### config.mk
export PLATFORM = sky130hd
export DESIGN_NAME = ssp_spi_port
export DESIGN_NICKNAME = d
export VERILOG_FILES = /design/src/core/ssp_pkg.sv /design/src/core/ssp_spi_port.sv
export SDC_FILE = /design/constraint.sdc
export NUM_CORES = 1
export LEC_CHECK = 0
export BUFFER_PORTS_ARGS = -buffer_cell sky130_fd_sc_hd__buf_4
export CAP_MARGIN = 10
export CORE_MARGIN = 2
export CORE_UTILIZATION = 52
export CTS_CLUSTER_SIZE = 12
export DETAILED_ROUTE_END_ITERATION = 16
export GPL_TIMING_DRIVEN = 0
export PLACE_DENSITY_LB_ADDON = 0.15
export RECOVER_POWER = 50
export SLEW_MARGIN = 20
export SYNTH_ARGS = -nofsm -noshare
export SYNTH_HDL_FRONTEND = slang
export SYNTH_SLANG_ARGS = --single-unit
### constraint.sdc
create_clock -name mclk -period 2.85 [get_ports mclk]
set_input_delay 0.57 -clock mclk [delete_from_list [all_inputs] [get_ports mclk]]
set_output_delay 0.57 -clock mclk [all_outputs]
set_load 0.005 [all_outputs]
### src/core/ssp_pkg.sv
// Function
// Port uses serial in, serial out, serial clock and active-low select lines.
// Every transfer is full duplex: one byte out while one byte comes in.
// Master or slave role is chosen by configuration.
// Only the master starts a transfer; the slave never shifts on its own.
// Master drives the serial clock; a slave shifts only on the external clock.
// Only one select pin exists; further slaves need general-purpose outputs.
// Select pin acts as slave select when enabled, floats when disabled.
// Interface enable turns the port on or off, keeping stored configuration.
// Mode field chooses SPI or two-wire function sharing pins and registers. No two-wire logic here: code 6 only leaves the SPI logic idle.
// One data register holds the byte to send and the byte received.
// A transfer sends the byte loaded in the data register beforehand.
// The received byte is read back from the data register.
// Bit order selectable: least or most significant bit first.
// Capture edge selectable as rising or falling.
// The two-wire control register has no effect on SPI operation.
// Mode codes 0-4 master with five clock sources, 5 slave, 6 two-wire, 7 off.
// Data write during a transfer is ignored and sets the collision flag.
// Done flag set by hardware at transfer end, cleared by software.
// Slave select released mid-byte sets incomplete flag and done flag.
// Each transfer shifts exactly eight bits before the done flag rises.
package ssp_pkg;

    ////////////////////////////////////////////////////////////////////////////////
    // Register map, byte addresses
    localparam logic [7:0] ADDR_CTRL0 = 8'h00;
    localparam logic [7:0] ADDR_CTRL2 = 8'h04;
    localparam logic [7:0] ADDR_DATA = 8'h08;

    // Mode field codes
    localparam logic [2:0] MODE_MST_DIV4 = 3'h0;
    localparam logic [2:0] MODE_MST_DIV16 = 3'h1;
    localparam logic [2:0] MODE_MST_DIV64 = 3'h2;
    localparam logic [2:0] MODE_MST_SUB = 3'h3;
    localparam logic [2:0] MODE_MST_TMR = 3'h4;
    localparam logic [2:0] MODE_SLAVE = 3'h5;
    localparam logic [2:0] MODE_TWOWIRE = 3'h6;
    localparam logic [2:0] MODE_OFF = 3'h7;

    // Values after reset
    localparam logic [7:0] CTRL0_RST = 8'hE0;
    localparam logic [7:0] CTRL2_RST = 8'h00;
    localparam logic [7:0] DATA_RST = 8'h00;

    // Half periods of the master clock in system cycles
    localparam logic [5:0] HALF_DIV4 = 6'h02;
    localparam logic [5:0] HALF_DIV16 = 6'h08;
    localparam logic [5:0] HALF_DIV64 = 6'h20;

    // Transfer length
    localparam logic [3:0] BITS_PER_XFER = 4'h8;
    localparam logic [4:0] EDGES_PER_XFER = 5'h10;

    ////////////////////////////////////////////////////////////////////////////////
    typedef struct packed {
        logic [2:0] operatingModeSel;
        logic unused4;
        logic [1:0] twowireDebounceSel;
        logic ifaceEnable;
        logic slaveIncompleteFlag;
    } ssp_ctrl0_t;

    typedef struct packed {
        logic [1:0] spare;
        logic clockIdleLevelSel;
        logic captureEdgeSel;
        logic shiftOrderSel;
        logic selectPinEnable;
        logic writeCollisionFlag;
        logic transferDoneFlag;
    } ssp_ctrl2_t;

    typedef struct packed {
        logic sdi;
        logic sck;
        logic scsN;
    } ssp_pins_in_t;

    typedef struct packed {
        logic sdoOut;
        logic sdoOe;
        logic sckOut;
        logic sckOe;
        logic scsNOut;
        logic scsNOe;
    } ssp_pins_out_t;

endpackage

### src/core/ssp_spi_port.sv
`timescale 1ns/10ps
module ssp_spi_port (
    // Clock and reset
    input wire logic mclk,
    input wire logic srst,
    // AHB-Lite slave
    input wire logic hsel,
    input wire logic [31:0] haddr,
    input wire logic [1:0] htrans,
    input wire logic hwrite,
    input wire logic [2:0] hsize,
    input wire logic [31:0] hwdata,
    input wire logic hready,
    output logic hreadyout,
    output logic [31:0] hrdata,
    output logic hresp,
    // Serial pins, asynchronous inputs
    input ssp_pkg::ssp_pins_in_t pinIn,
    output ssp_pkg::ssp_pins_out_t pinOut,
    // Master clock sources
    input wire logic subClkIn,
    input wire logic timerMatch
);

    typedef enum logic {ST_IDLE, ST_RUN} ssp_state_t;

    function automatic logic [7:0] shiftIn(input logic [7:0] sh, input logic bitIn,
                                           input logic msbFirst);
        shiftIn = msbFirst ? {sh[6:0], bitIn} : {bitIn, sh[7:1]};
    endfunction

    function automatic logic outBit(input logic [7:0] sh, input logic msbFirst);
        outBit = msbFirst ? sh[7] : sh[0];
    endfunction

    ////////////////////////////////////////////////////////////////////////////////
    // Synchronisers; first stages feed only the second
    ssp_pkg::ssp_pins_in_t meta_ff, sync_ff;
    logic sckDly_ff, scsNDly_ff;
    logic subMeta_ff, subSync_ff, subDly_ff;

    always_ff @(posedge mclk) begin
        if (srst) begin
            meta_ff <= 3'h7;
            sync_ff <= 3'h7;
            sckDly_ff <= 1'h1;
            scsNDly_ff <= 1'h1;
            subMeta_ff <= 1'h0;
            subSync_ff <= 1'h0;
            subDly_ff <= 1'h0;
        end else begin
            meta_ff <= pinIn;
            sync_ff <= meta_ff;
            sckDly_ff <= sync_ff.sck;
            scsNDly_ff <= sync_ff.scsN;
            subMeta_ff <= subClkIn;
            subSync_ff <= subMeta_ff;
            subDly_ff <= subSync_ff;
        end
    end

    ////////////////////////////////////////////////////////////////////////////////
    // State
    ssp_pkg::ssp_ctrl0_t ctrl0_ff, nxt_ctrl0;
    ssp_pkg::ssp_ctrl2_t ctrl2_ff, nxt_ctrl2;
    logic [7:0] shift_ff, nxt_shift;
    logic sdoBit_ff, nxt_sdoBit;
    ssp_state_t state_ff, nxt_state;
    logic [5:0] divCnt_ff, nxt_divCnt;
    logic [4:0] edgeCnt_ff, nxt_edgeCnt;
    logic [3:0] bitCnt_ff, nxt_bitCnt;
    logic sckOut_ff, nxt_sckOut;
    logic scsNOut_ff, nxt_scsNOut;
    logic sdoOe_ff, nxt_sdoOe;
    logic sckOe_ff, nxt_sckOe;
    logic scsNOe_ff, nxt_scsNOe;
    logic wrPend_ff, nxt_wrPend;
    logic rdPend_ff, nxt_rdPend;
    logic [7:0] addr_ff, nxt_addr;
    logic hreadyout_ff, nxt_hreadyout;
    logic [31:0] hrdata_ff, nxt_hrdata;

    logic masterMode, slaveMode, slaveSel, busy, captureRising;
    logic tick, edgeSeen, edgeRise, doCapture, doShift;
    logic accept, wrData;
    logic [5:0] halfPeriod;

    always_comb begin
        nxt_ctrl0 = ctrl0_ff;
        nxt_ctrl2 = ctrl2_ff;
        nxt_shift = shift_ff;
        nxt_sdoBit = sdoBit_ff;
        nxt_state = state_ff;
        nxt_divCnt = divCnt_ff;
        nxt_edgeCnt = edgeCnt_ff;
        nxt_bitCnt = bitCnt_ff;
        nxt_sckOut = sckOut_ff;
        nxt_scsNOut = scsNOut_ff;
        nxt_hrdata = hrdata_ff;
        edgeSeen = 1'h0;
        edgeRise = 1'h0;
        tick = 1'h0;
        halfPeriod = ssp_pkg::HALF_DIV4;

        // Only codes 0-4 and 5 reach the SPI logic; 6 and 7 leave it idle
        masterMode = ctrl0_ff.ifaceEnable && (ctrl0_ff.operatingModeSel <= ssp_pkg::MODE_MST_TMR);
        slaveMode = ctrl0_ff.ifaceEnable && (ctrl0_ff.operatingModeSel == ssp_pkg::MODE_SLAVE);
        // Select disabled means the slave is always addressed
        slaveSel = slaveMode && (!ctrl2_ff.selectPinEnable || !sync_ff.scsN);
        busy = (state_ff == ST_RUN) || (slaveMode && bitCnt_ff != 4'h0);
        captureRising = (ctrl2_ff.clockIdleLevelSel == ctrl2_ff.captureEdgeSel);

        // AHB address phase
        accept = hsel && htrans[1] && hready;
        nxt_wrPend = accept && hwrite;
        nxt_rdPend = accept && !hwrite;
        nxt_addr = accept ? haddr[7:0] : addr_ff;
        // Reads take one wait state so a write just before is visible
        nxt_hreadyout = !(accept && !hwrite);
        wrData = wrPend_ff && (addr_ff == ssp_pkg::ADDR_DATA);

        ////////////////////////////////////////////////////////////////////////////////
        // Register writes, data phase
        if (wrPend_ff && addr_ff == ssp_pkg::ADDR_CTRL0) begin
            nxt_ctrl0 = ssp_pkg::ssp_ctrl0_t'(hwdata[7:0]);
            nxt_ctrl0.unused4 = 1'h0;
        end
        if (wrPend_ff && addr_ff == ssp_pkg::ADDR_CTRL2) begin
            nxt_ctrl2 = ssp_pkg::ssp_ctrl2_t'(hwdata[7:0]);
        end
        if (wrData) begin
            if (busy) begin
                nxt_ctrl2.writeCollisionFlag = 1'h1;
            end else begin
                nxt_shift = hwdata[7:0];
                nxt_sdoBit = outBit(hwdata[7:0], ctrl2_ff.shiftOrderSel);
                if (masterMode) begin
                    // Master starts only on a data write
                    nxt_state = ST_RUN;
                    nxt_divCnt = 6'h00;
                    nxt_edgeCnt = 5'h00;
                    nxt_bitCnt = 4'h0;
                    nxt_scsNOut = 1'h0;
                end
            end
        end

        ////////////////////////////////////////////////////////////////////////////////
        // Master clock generation
        unique case (ctrl0_ff.operatingModeSel)
            ssp_pkg::MODE_MST_DIV16: halfPeriod = ssp_pkg::HALF_DIV16;
            ssp_pkg::MODE_MST_DIV64: halfPeriod = ssp_pkg::HALF_DIV64;
            default: halfPeriod = ssp_pkg::HALF_DIV4;
        endcase
        if (state_ff == ST_RUN) begin
            unique case (ctrl0_ff.operatingModeSel)
                ssp_pkg::MODE_MST_SUB: tick = subSync_ff ^ subDly_ff;
                ssp_pkg::MODE_MST_TMR: tick = timerMatch;
                default: begin
                    tick = (divCnt_ff == halfPeriod - 6'h01);
                    nxt_divCnt = tick ? 6'h00 : divCnt_ff + 6'h01;
                end
            endcase
        end

        if (state_ff == ST_RUN && !masterMode) begin
            // Disabled or mode moved off codes 0-4 mid-byte: drop the transfer, keep settings
            nxt_state = ST_IDLE;
            nxt_scsNOut = 1'h1;
        end else if (state_ff == ST_RUN && tick) begin
            nxt_sckOut = !sckOut_ff;
            edgeSeen = 1'h1;
            edgeRise = !sckOut_ff;
            nxt_edgeCnt = edgeCnt_ff + 5'h01;
            if (edgeCnt_ff == ssp_pkg::EDGES_PER_XFER - 5'h01) begin
                nxt_state = ST_IDLE;
                nxt_scsNOut = 1'h1;
                nxt_ctrl2.transferDoneFlag = 1'h1;
            end
        end else if (state_ff == ST_IDLE) begin
            nxt_sckOut = !ctrl2_ff.clockIdleLevelSel;
        end

        // Slave: edges of the external clock only
        if (slaveSel && (sync_ff.sck != sckDly_ff)) begin
            edgeSeen = 1'h1;
            edgeRise = sync_ff.sck;
        end

        ////////////////////////////////////////////////////////////////////////////////
        // Shift engine shared by both roles
        doCapture = edgeSeen && (edgeRise == captureRising);
        doShift = edgeSeen && (edgeRise != captureRising);
        if (doCapture) begin
            nxt_shift = shiftIn(shift_ff, sync_ff.sdi, ctrl2_ff.shiftOrderSel);
            nxt_bitCnt = bitCnt_ff + 4'h1;
            if (slaveMode && bitCnt_ff == ssp_pkg::BITS_PER_XFER - 4'h1) begin
                nxt_bitCnt = 4'h0;
                nxt_ctrl2.transferDoneFlag = 1'h1;
            end
        end
        if (doShift) begin
            nxt_sdoBit = outBit(shift_ff, ctrl2_ff.shiftOrderSel);
        end
        if (masterMode && state_ff == ST_IDLE) begin
            nxt_bitCnt = 4'h0;
        end

        // Select released before eight bits arrived
        if (slaveMode && ctrl2_ff.selectPinEnable && sync_ff.scsN && !scsNDly_ff
                && bitCnt_ff != 4'h0) begin
            nxt_bitCnt = 4'h0;
            nxt_ctrl0.slaveIncompleteFlag = 1'h1;
            nxt_ctrl2.transferDoneFlag = 1'h1;
        end
        if (!slaveMode && !masterMode) begin
            nxt_bitCnt = 4'h0;
        end

        ////////////////////////////////////////////////////////////////////////////////
        // Pin drivers; two-wire code and disable float every SPI pin
        nxt_sdoOe = masterMode || slaveSel;
        nxt_sckOe = masterMode;
        nxt_scsNOe = masterMode && ctrl2_ff.selectPinEnable;

        // Read data, loaded in the wait cycle
        if (rdPend_ff) begin
            unique case (addr_ff)
                ssp_pkg::ADDR_CTRL0: nxt_hrdata = {24'h000000, nxt_ctrl0};
                ssp_pkg::ADDR_CTRL2: nxt_hrdata = {24'h000000, nxt_ctrl2};
                ssp_pkg::ADDR_DATA: nxt_hrdata = {24'h000000, shift_ff};
                default: nxt_hrdata = 32'h00000000;
            endcase
        end
    end

    always_ff @(posedge mclk) begin
        if (srst) begin
            ctrl0_ff <= ssp_pkg::CTRL0_RST;
            ctrl2_ff <= ssp_pkg::CTRL2_RST;
            shift_ff <= ssp_pkg::DATA_RST;
            sdoBit_ff <= 1'h0;
            state_ff <= ST_IDLE;
            divCnt_ff <= 6'h00;
            edgeCnt_ff <= 5'h00;
            bitCnt_ff <= 4'h0;
            sckOut_ff <= 1'h1;
            scsNOut_ff <= 1'h1;
            sdoOe_ff <= 1'h0;
            sckOe_ff <= 1'h0;
            scsNOe_ff <= 1'h0;
            wrPend_ff <= 1'h0;
            rdPend_ff <= 1'h0;
            addr_ff <= 8'h00;
            hreadyout_ff <= 1'h1;
            hrdata_ff <= 32'h00000000;
        end else begin
            ctrl0_ff <= nxt_ctrl0;
            ctrl2_ff <= nxt_ctrl2;
            shift_ff <= nxt_shift;
            sdoBit_ff <= nxt_sdoBit;
            state_ff <= nxt_state;
            divCnt_ff <= nxt_divCnt;
            edgeCnt_ff <= nxt_edgeCnt;
            bitCnt_ff <= nxt_bitCnt;
            sckOut_ff <= nxt_sckOut;
            scsNOut_ff <= nxt_scsNOut;
            sdoOe_ff <= nxt_sdoOe;
            sckOe_ff <= nxt_sckOe;
            scsNOe_ff <= nxt_scsNOe;
            wrPend_ff <= nxt_wrPend;
            rdPend_ff <= nxt_rdPend;
            addr_ff <= nxt_addr;
            hreadyout_ff <= nxt_hreadyout;
            hrdata_ff <= nxt_hrdata;
        end
    end

    ////////////////////////////////////////////////////////////////////////////////
    // Outputs from flops, hresp tied low; hsize is unused since only words are mapped
    assign hreadyout = hreadyout_ff;
    assign hrdata = hrdata_ff;
    assign hresp = 1'h0;
    assign pinOut.sdoOut = sdoBit_ff;
    assign pinOut.sdoOe = sdoOe_ff;
    assign pinOut.sckOut = sckOut_ff;
    assign pinOut.sckOe = sckOe_ff;
    assign pinOut.scsNOut = scsNOut_ff;
    assign pinOut.scsNOe = scsNOe_ff;

endmodule // ssp_spi_port

==> metrics.yaml, run 1 <==
cts_tree: "built"
post-route-period-util: 0.929
track_usage: 0.238
drtIter0Drc: 199
cts_max_path_buffers: 2
vias: 3684
grt_max_degree: 13
power_frac_comb: 0.071
max_stage_delay_ns: 0.63
synth_largest_area_cell: "dfxtp_1"
yosys.area.top_type_share: 0.366
p_leak_nw: 1.90
grt_pass1_vias: 3456
hold_path.class: "in -> reg"
wirelength_microns: 10100
insertion_delay_ns: 0.36
dp_hpwl_microns: 7360
fill_cells: 699
setup_violations: 0
ctsHoldBuffers: 0
netlist_instances: 485
fin_tns_setup_ns: 0
synthTopCellsByArea: "dfxtp_1, mux2i_1, buf_4"
min_from: "pinIn[2]"
ys_ff_latch: 76
synth_common_cells: "dfxtp_1, nor2_1, mux2i_1"
power_density_mw_per_mm2: 459
antenna_left: 0
route.detailed.drc: 0
cp.buffers_inverters: 1
rsz0062_at_grt: "false"
globalRouteOverflowTotal: 0
area_growth_syn_to_layout_pct: 18.7
port_buffers: 40
power_switching_share: 0.214
synth-edff-count: 0
cap_violations: 0
cts_buffers: 9
outcome: "complete, no violations"
core_sq_mm: 0.00773
cp-startpoint: "ctrl0_ff[7]"
globalplace.congestion: 0.874
grt_pass1_wl_microns: 16500
ys_warn_count: 0
worstPathRequired_ns: 3.13
path_cells: "nand4b_1 > o21ba_2 > and4_1 > clkbuf_1 > a21boi_0 > o21ai_0 > a21oi_1"
arrival_ns: 2.93
row_count: 32
via_per_inst: 5.52
start_util: 0.538
nNetsFinal: 644
hold_slack_ns: 0.395
clock-sinks: 76
clkTransAtPathRegs_ns: 0.08
io_pins: 119
p_int_mw: 1.78
yosysSeqAreaShare: 0.366
antennaDiodeCount: 0
antenna_found_initial: 0
pwr-share-clk: 0.451
worst_setup_path_end_kind: "flop"
fmax_mhz: 378
synth_area_sq_mm: 0.00416
avgSynthCellArea_sq_um: 8.57
crit_fanout: 8
hold_viol: 0
tightestPinTransition_ns: 0.730
fin_total_pwr_mw: 2.27
async_reset_ff_frac: 0
critPathSlowestCell: "a21boi_0"
min_period_ns: 2.65
peakVddDrop_mv: 0.274
critPathLaunchType: "flop"
wl_per_cell_microns: 15.1
maxSlewHeadroom: 0.509
drv_slew: 0
die_h_microns: 93.4
postCtsSetupBuffers: 0
seqPwrFrac: 0.478
drive_above_1_share: 0.214
dr.pass1.iters: 5
critical_path_class: "reg -> reg"
skew_ns: 0.0100
dieArea_sq_mm: 0.00873
crit_family: "compound AO/OA/AOI/OAI gates"
r2r_start: "ctrl0_ff[7]"
p_switching_mw: 0.486
die_w_microns: 93.4
htreeDepth: 3
yosysMostFrequentCell: "dfxtp_1"
synthFlopType: "dfxtp_1"
ys_types: 65
cts_root_buf: "clkbuf_8"
[repair_timing]
item	4_1_cts	5_1_grt
setup endpoints to repair	0	1
endpoints found under the hold margin	0	0
resized for setup	0	2
[metrics by stage]
step	cell area (sq um)	worst slack [ns]	std cells	utilization
floorplan	4250	0.546	509	-
global placement	4680	0.152	651	0.605
detailed placement	4680	0.130	651	0.605
CTS	4930	0.0999	667	0.637
global route	4930	0.0378	667	0.639
finish	4930	0.203	667	0.639
[kinds of logic (layout without fill, tap and decap cells)]
group / Yosys count / count (layout) / synth area share
AOI/OAI and AO/OA: 100 / 100 / 0.161
xor gates and xnor gates: 4 / 4 / 0.00843
adders and majority gates: 5 / 5 / 0.0150
buffers and inverters: 64 / 120 / 0.0924
DFF: 76 / 76 / 0.366
muxes: 43 / 43 / 0.104
other: 1 / 25 / 0.000902
and+or+nand+nor: 192 / 192 / 0.253
[worst reg2reg max path: cells and delay by family (launching register included)]
kind,cells,cell delay [ns]
compound gates,4,1.39
buf+inv,1,0.18
flops,1,0.44
simple gates,2,0.56
[cell usage in the layout (no fill, tap or decap), types with 3 or more instances in the layout]
cell / netlist / routed
buf_2: 4 / 4
nand3_1: 14 / 14
and3_1: 9 / 9
clkbuf_1: 20 / 21
clkbuf_8: 0 / 11
o311a_1: 3 / 3
buf_6: 3 / 3
or2_2: 12 / 12
o22ai_1: 7 / 7
dfxtp_1: 76 / 76
conb_1: 1 / 25
buf_4: 31 / 56
bufinv_16: 0 / 3
nor3_1: 9 / 9
nor3b_1: 6 / 6
a211o_1: 4 / 4
nor2_1: 46 / 46
a31oi_1: 3 / 3
nand2b_1: 11 / 11
a211oi_2: 4 / 4
or3_1: 3 / 3
nand2_1: 33 / 32
and3_4: 4 / 4
nor2b_1: 16 / 16
a211oi_1: 8 / 8
inv_1: 5 / 5
clkbuf_4: 0 / 15
a21oi_1: 38 / 38
o21ai_0: 10 / 11
ha_1: 5 / 5
mux2i_1: 43 / 43
nand4_1: 7 / 7
[power groups by stage]
stage	Combinational (mW)	Clock, mW	Sequential (mW)
5_1_grt	0.177	1.08	1.08
4_1_cts	0.159	1.03	1.08
3_3_place_gp	0.156	0	1.11
2_1_floorplan	0.0998	0	1.10
6_report	0.162	1.02	1.08
3_5_place_dp	0.159	0	1.11
[layout make-up]
cell class	count	area [sq um]	area share
buffer	59	365	0.0740
clock buffer	12	155	0.0314
clock inverter	4	95.1	0.0193
inverter	5	18.8	0.00380
multi-input combinational	369	2350	0.476
sequential	76	1520	0.308
tap	102	128	0.0259
timing repair buffer	40	300	0.0609
[layer usage]
metal  wire [microns]  global-route usage  vias up
li1                 -                   -     1816
met1             4350               0.300     1731
met2             4850               0.396      115
met4              208              0.0637        0
met5                0                   0        -
met3              651              0.0709       22
[worst paths after layout]
kind	endpoint	slack, ns	depth (start not counted)
worst min register to register	sync_ff[0]	0.41	1
worst max register to register	divCnt_ff[2]	0.20	7
worst max-delay path	divCnt_ff[2]	0.20	7
worst min-delay path	meta_ff[2]	0.40	2
[registers in the layout, summed over array words and instances (netlist names), 4 cells and up]
register,count
ctrl0_ff,8
divCnt_ff,6
addr_ff,8
shift_ff,8
bitCnt_ff,4
edgeCnt_ff,5
hrdata,8
ctrl2_ff,8
No activity file was read; power rests on OpenSTA's default activity.
==> run 2: changes to the inputs <==
Settings changed: BUFFER_PORTS_ARGS -buffer_cell sky130_fd_sc_hd__buf_4 to unset, CORE_UTILIZATION 52 to 55, DONT_BUFFER_PORTS set to 1, PLACE_DENSITY set to 0.7, PLACE_DENSITY_LB_ADDON 0.15 to unset.
==> metrics.yaml, run 2 (synthesis results as in run 1) <==
insertion_delay_ns: 0.35  # about the same
wirelength_microns: 9730  # -3.2%
dp_hpwl_microns: 7100  # -3.5%
clkTransAtPathRegs_ns: 0.08  # about the same
outcome: "complete, no violations"
antennaDiodeCount: 0  # unchanged
max_stage_delay_ns: 0.50  # -0.13 ns
drive_above_1_share: 0.145  # -0.0694
critPathLaunchType: "flop"
die_h_microns: 90.9  # -2.6%
use_met2: 0.410  # +0.0142
hold_viol: 0  # unchanged
crit_fanout: 10  # +2
route.detailed.drc: 0  # unchanged
clock-sinks: 76  # unchanged
setup_ws_ns: 0.159  # -0.0440 ns
maxSlewHeadroom: 0.484  # -0.0254
fmax_mhz: 372  # -1.6%
cap_violations: 0  # unchanged
postCtsSetupBuffers: 0  # unchanged
fin_tns_setup_ns: 0  # unchanged
die_w_microns: 90.9  # -2.6%
use_met1: 0.301  # +0.00115
port_buffers: 0  # -100%
drv_slew: 0  # unchanged
antenna_found_initial: 0  # unchanged
core_sq_mm: 0.00729  # -5.6%
critPathSlowestCell: "nor4_1"
globalplace.congestion: 0.853  # -2.4%
rsz0062_at_grt: "false"
crit_family: "simple AND/OR/NAND/NOR gates"
htreeDepth: 3  # unchanged
nNetsFinal: 604  # -6.2%
path_cells: "nor4_1 > and3b_1 > and4_1 > clkbuf_1 > buf_2 > nand2_2 > a221o_1"
cts_max_path_buffers: 2  # unchanged
arrival_ns: 2.94  # about the same
area_growth_syn_to_layout_pct: 9.00
grt_max_degree: 12  # -1
top_usage_layer: "met2"
r2r_start: "addr_ff[7]"
final_cell_mix: "dfxtp_1, nor2_1, mux2i_1"
cp-startpoint: "addr_ff[7]"
dieArea_sq_mm: 0.00827  # -5.2%
tightestPinTransition_ns: 0.768  # +0.0378 ns
min_period_ns: 2.69  # +0.0440 ns
track_usage: 0.247  # +0.00912
wl_per_cell_microns: 15.6  # +3.5%
p_leak_nw: 1.66  # -13%
cts_tree: "built"
worstPathRequired_ns: 3.10  # -0.03 ns
mostFrequentLayoutCell: "dfxtp_1"
via_per_inst: 5.64  # +2.1%
min_from: "hwrite"
cp.buffers_inverters: 2  # +1
grt_pass1_wl_microns: 16500  # -0.29%
row_count: 31  # -3.1%
setup_violations: 0  # unchanged
cts_buffers: 9  # unchanged
peakVddDrop_mv: 0.321  # +17%
drtIter0Drc: 255  # +28%
post-route-period-util: 0.944  # +0.0154
dpl-instance-area_sq_mm: 0.00437  # -6.5%
power_density_mw_per_mm2: 425  # -7.4%
grtUsageMet3: 0.0763  # +0.00544
worst_setup_path_end_kind: "flop"
dpl_worst_slack_ns: 0.0837  # -0.0463 ns
antenna_left: 0  # unchanged
io_pins: 119  # unchanged
vias: 3518  # -4.5%
skew_ns: 0.00448  # -0.00552 ns
fin_total_pwr_mw: 1.93  # -15%
cts_root_buf: "clkbuf_8"
grt_pass1_vias: 3385  # -2.1%
hold_path.class: "in -> reg"
globalRouteOverflowTotal: 0  # unchanged
final_util: 0.621  # -0.0171
start_util: 0.570  # +0.0321
final_area_sq_mm: 0.00453  # -8.2%
dr.pass1.iters: 5  # unchanged
critical_path_class: "reg -> reg"
==> run 2: changes by cell type in the layout (fill, tap and decap cells not counted), sizes merged <==
cell    before  now
buf         64   33
clkbuf      47   40
bufinv       3    0
clkinv       1    2
==> run 2: power breakdown <==
part,total (mW),switching (mW),leakage [nW],internal [mW]
Clock,0.723,0.384,0.0844,0.339
Combinational,0.123,0.0693,0.963,0.0537
Sequential,1.08,0.00761,0.615,1.07
Total,1.93,0.461,1.66,1.47
==> run 2: final cells by class <==
| cell class | instances | area [sq um] |
|---|---|---|
| clock inverter | 2 | 10.0 |
| tap | 99 | 124 |
| multi-input combinational | 369 | 2340 |
| inverter | 5 | 18.8 |
| sequential | 76 | 1520 |
| clock buffer | 14 | 153 |
| fill | 666 | 2760 |
| buffer | 59 | 365 |
==> run 2: what timing repair did <==
action,in CTS,in global routing
resized for setup,0,1
hold buffers,0,0
endpoints found under the setup margin,0,1
==> run 2: final timing paths <==
| kind | endpoint | slack [ns] | cells after the start |
|---|---|---|---|
| max reg2reg | scsNOut_ff | 0.16 | 7 |
| min reg2reg | sync_ff[2] | 0.41 | 1 |
| max | scsNOut_ff | 0.16 | 7 |
| min | rdPend_ff | 0.30 | 1 |
==> run 2: per-stage QoR <==
step | cells | hold slack, ns
finish | 624 | 0.305
global route | 624 | 0.292
CTS | 624 | 0.292
detailed placement | 608 | 0.397
global placement | 608 | 0.394
floorplan | 509 | 0.389
==> run 2: layer usage <==
layer	share of wire	up-vias	routed length, microns
li1	-	1744	-
met3	0.062	22	602
met2	0.48	103	4640
met1	0.44	1649	4250
met4	0.025	0	243
met5	0	-	0
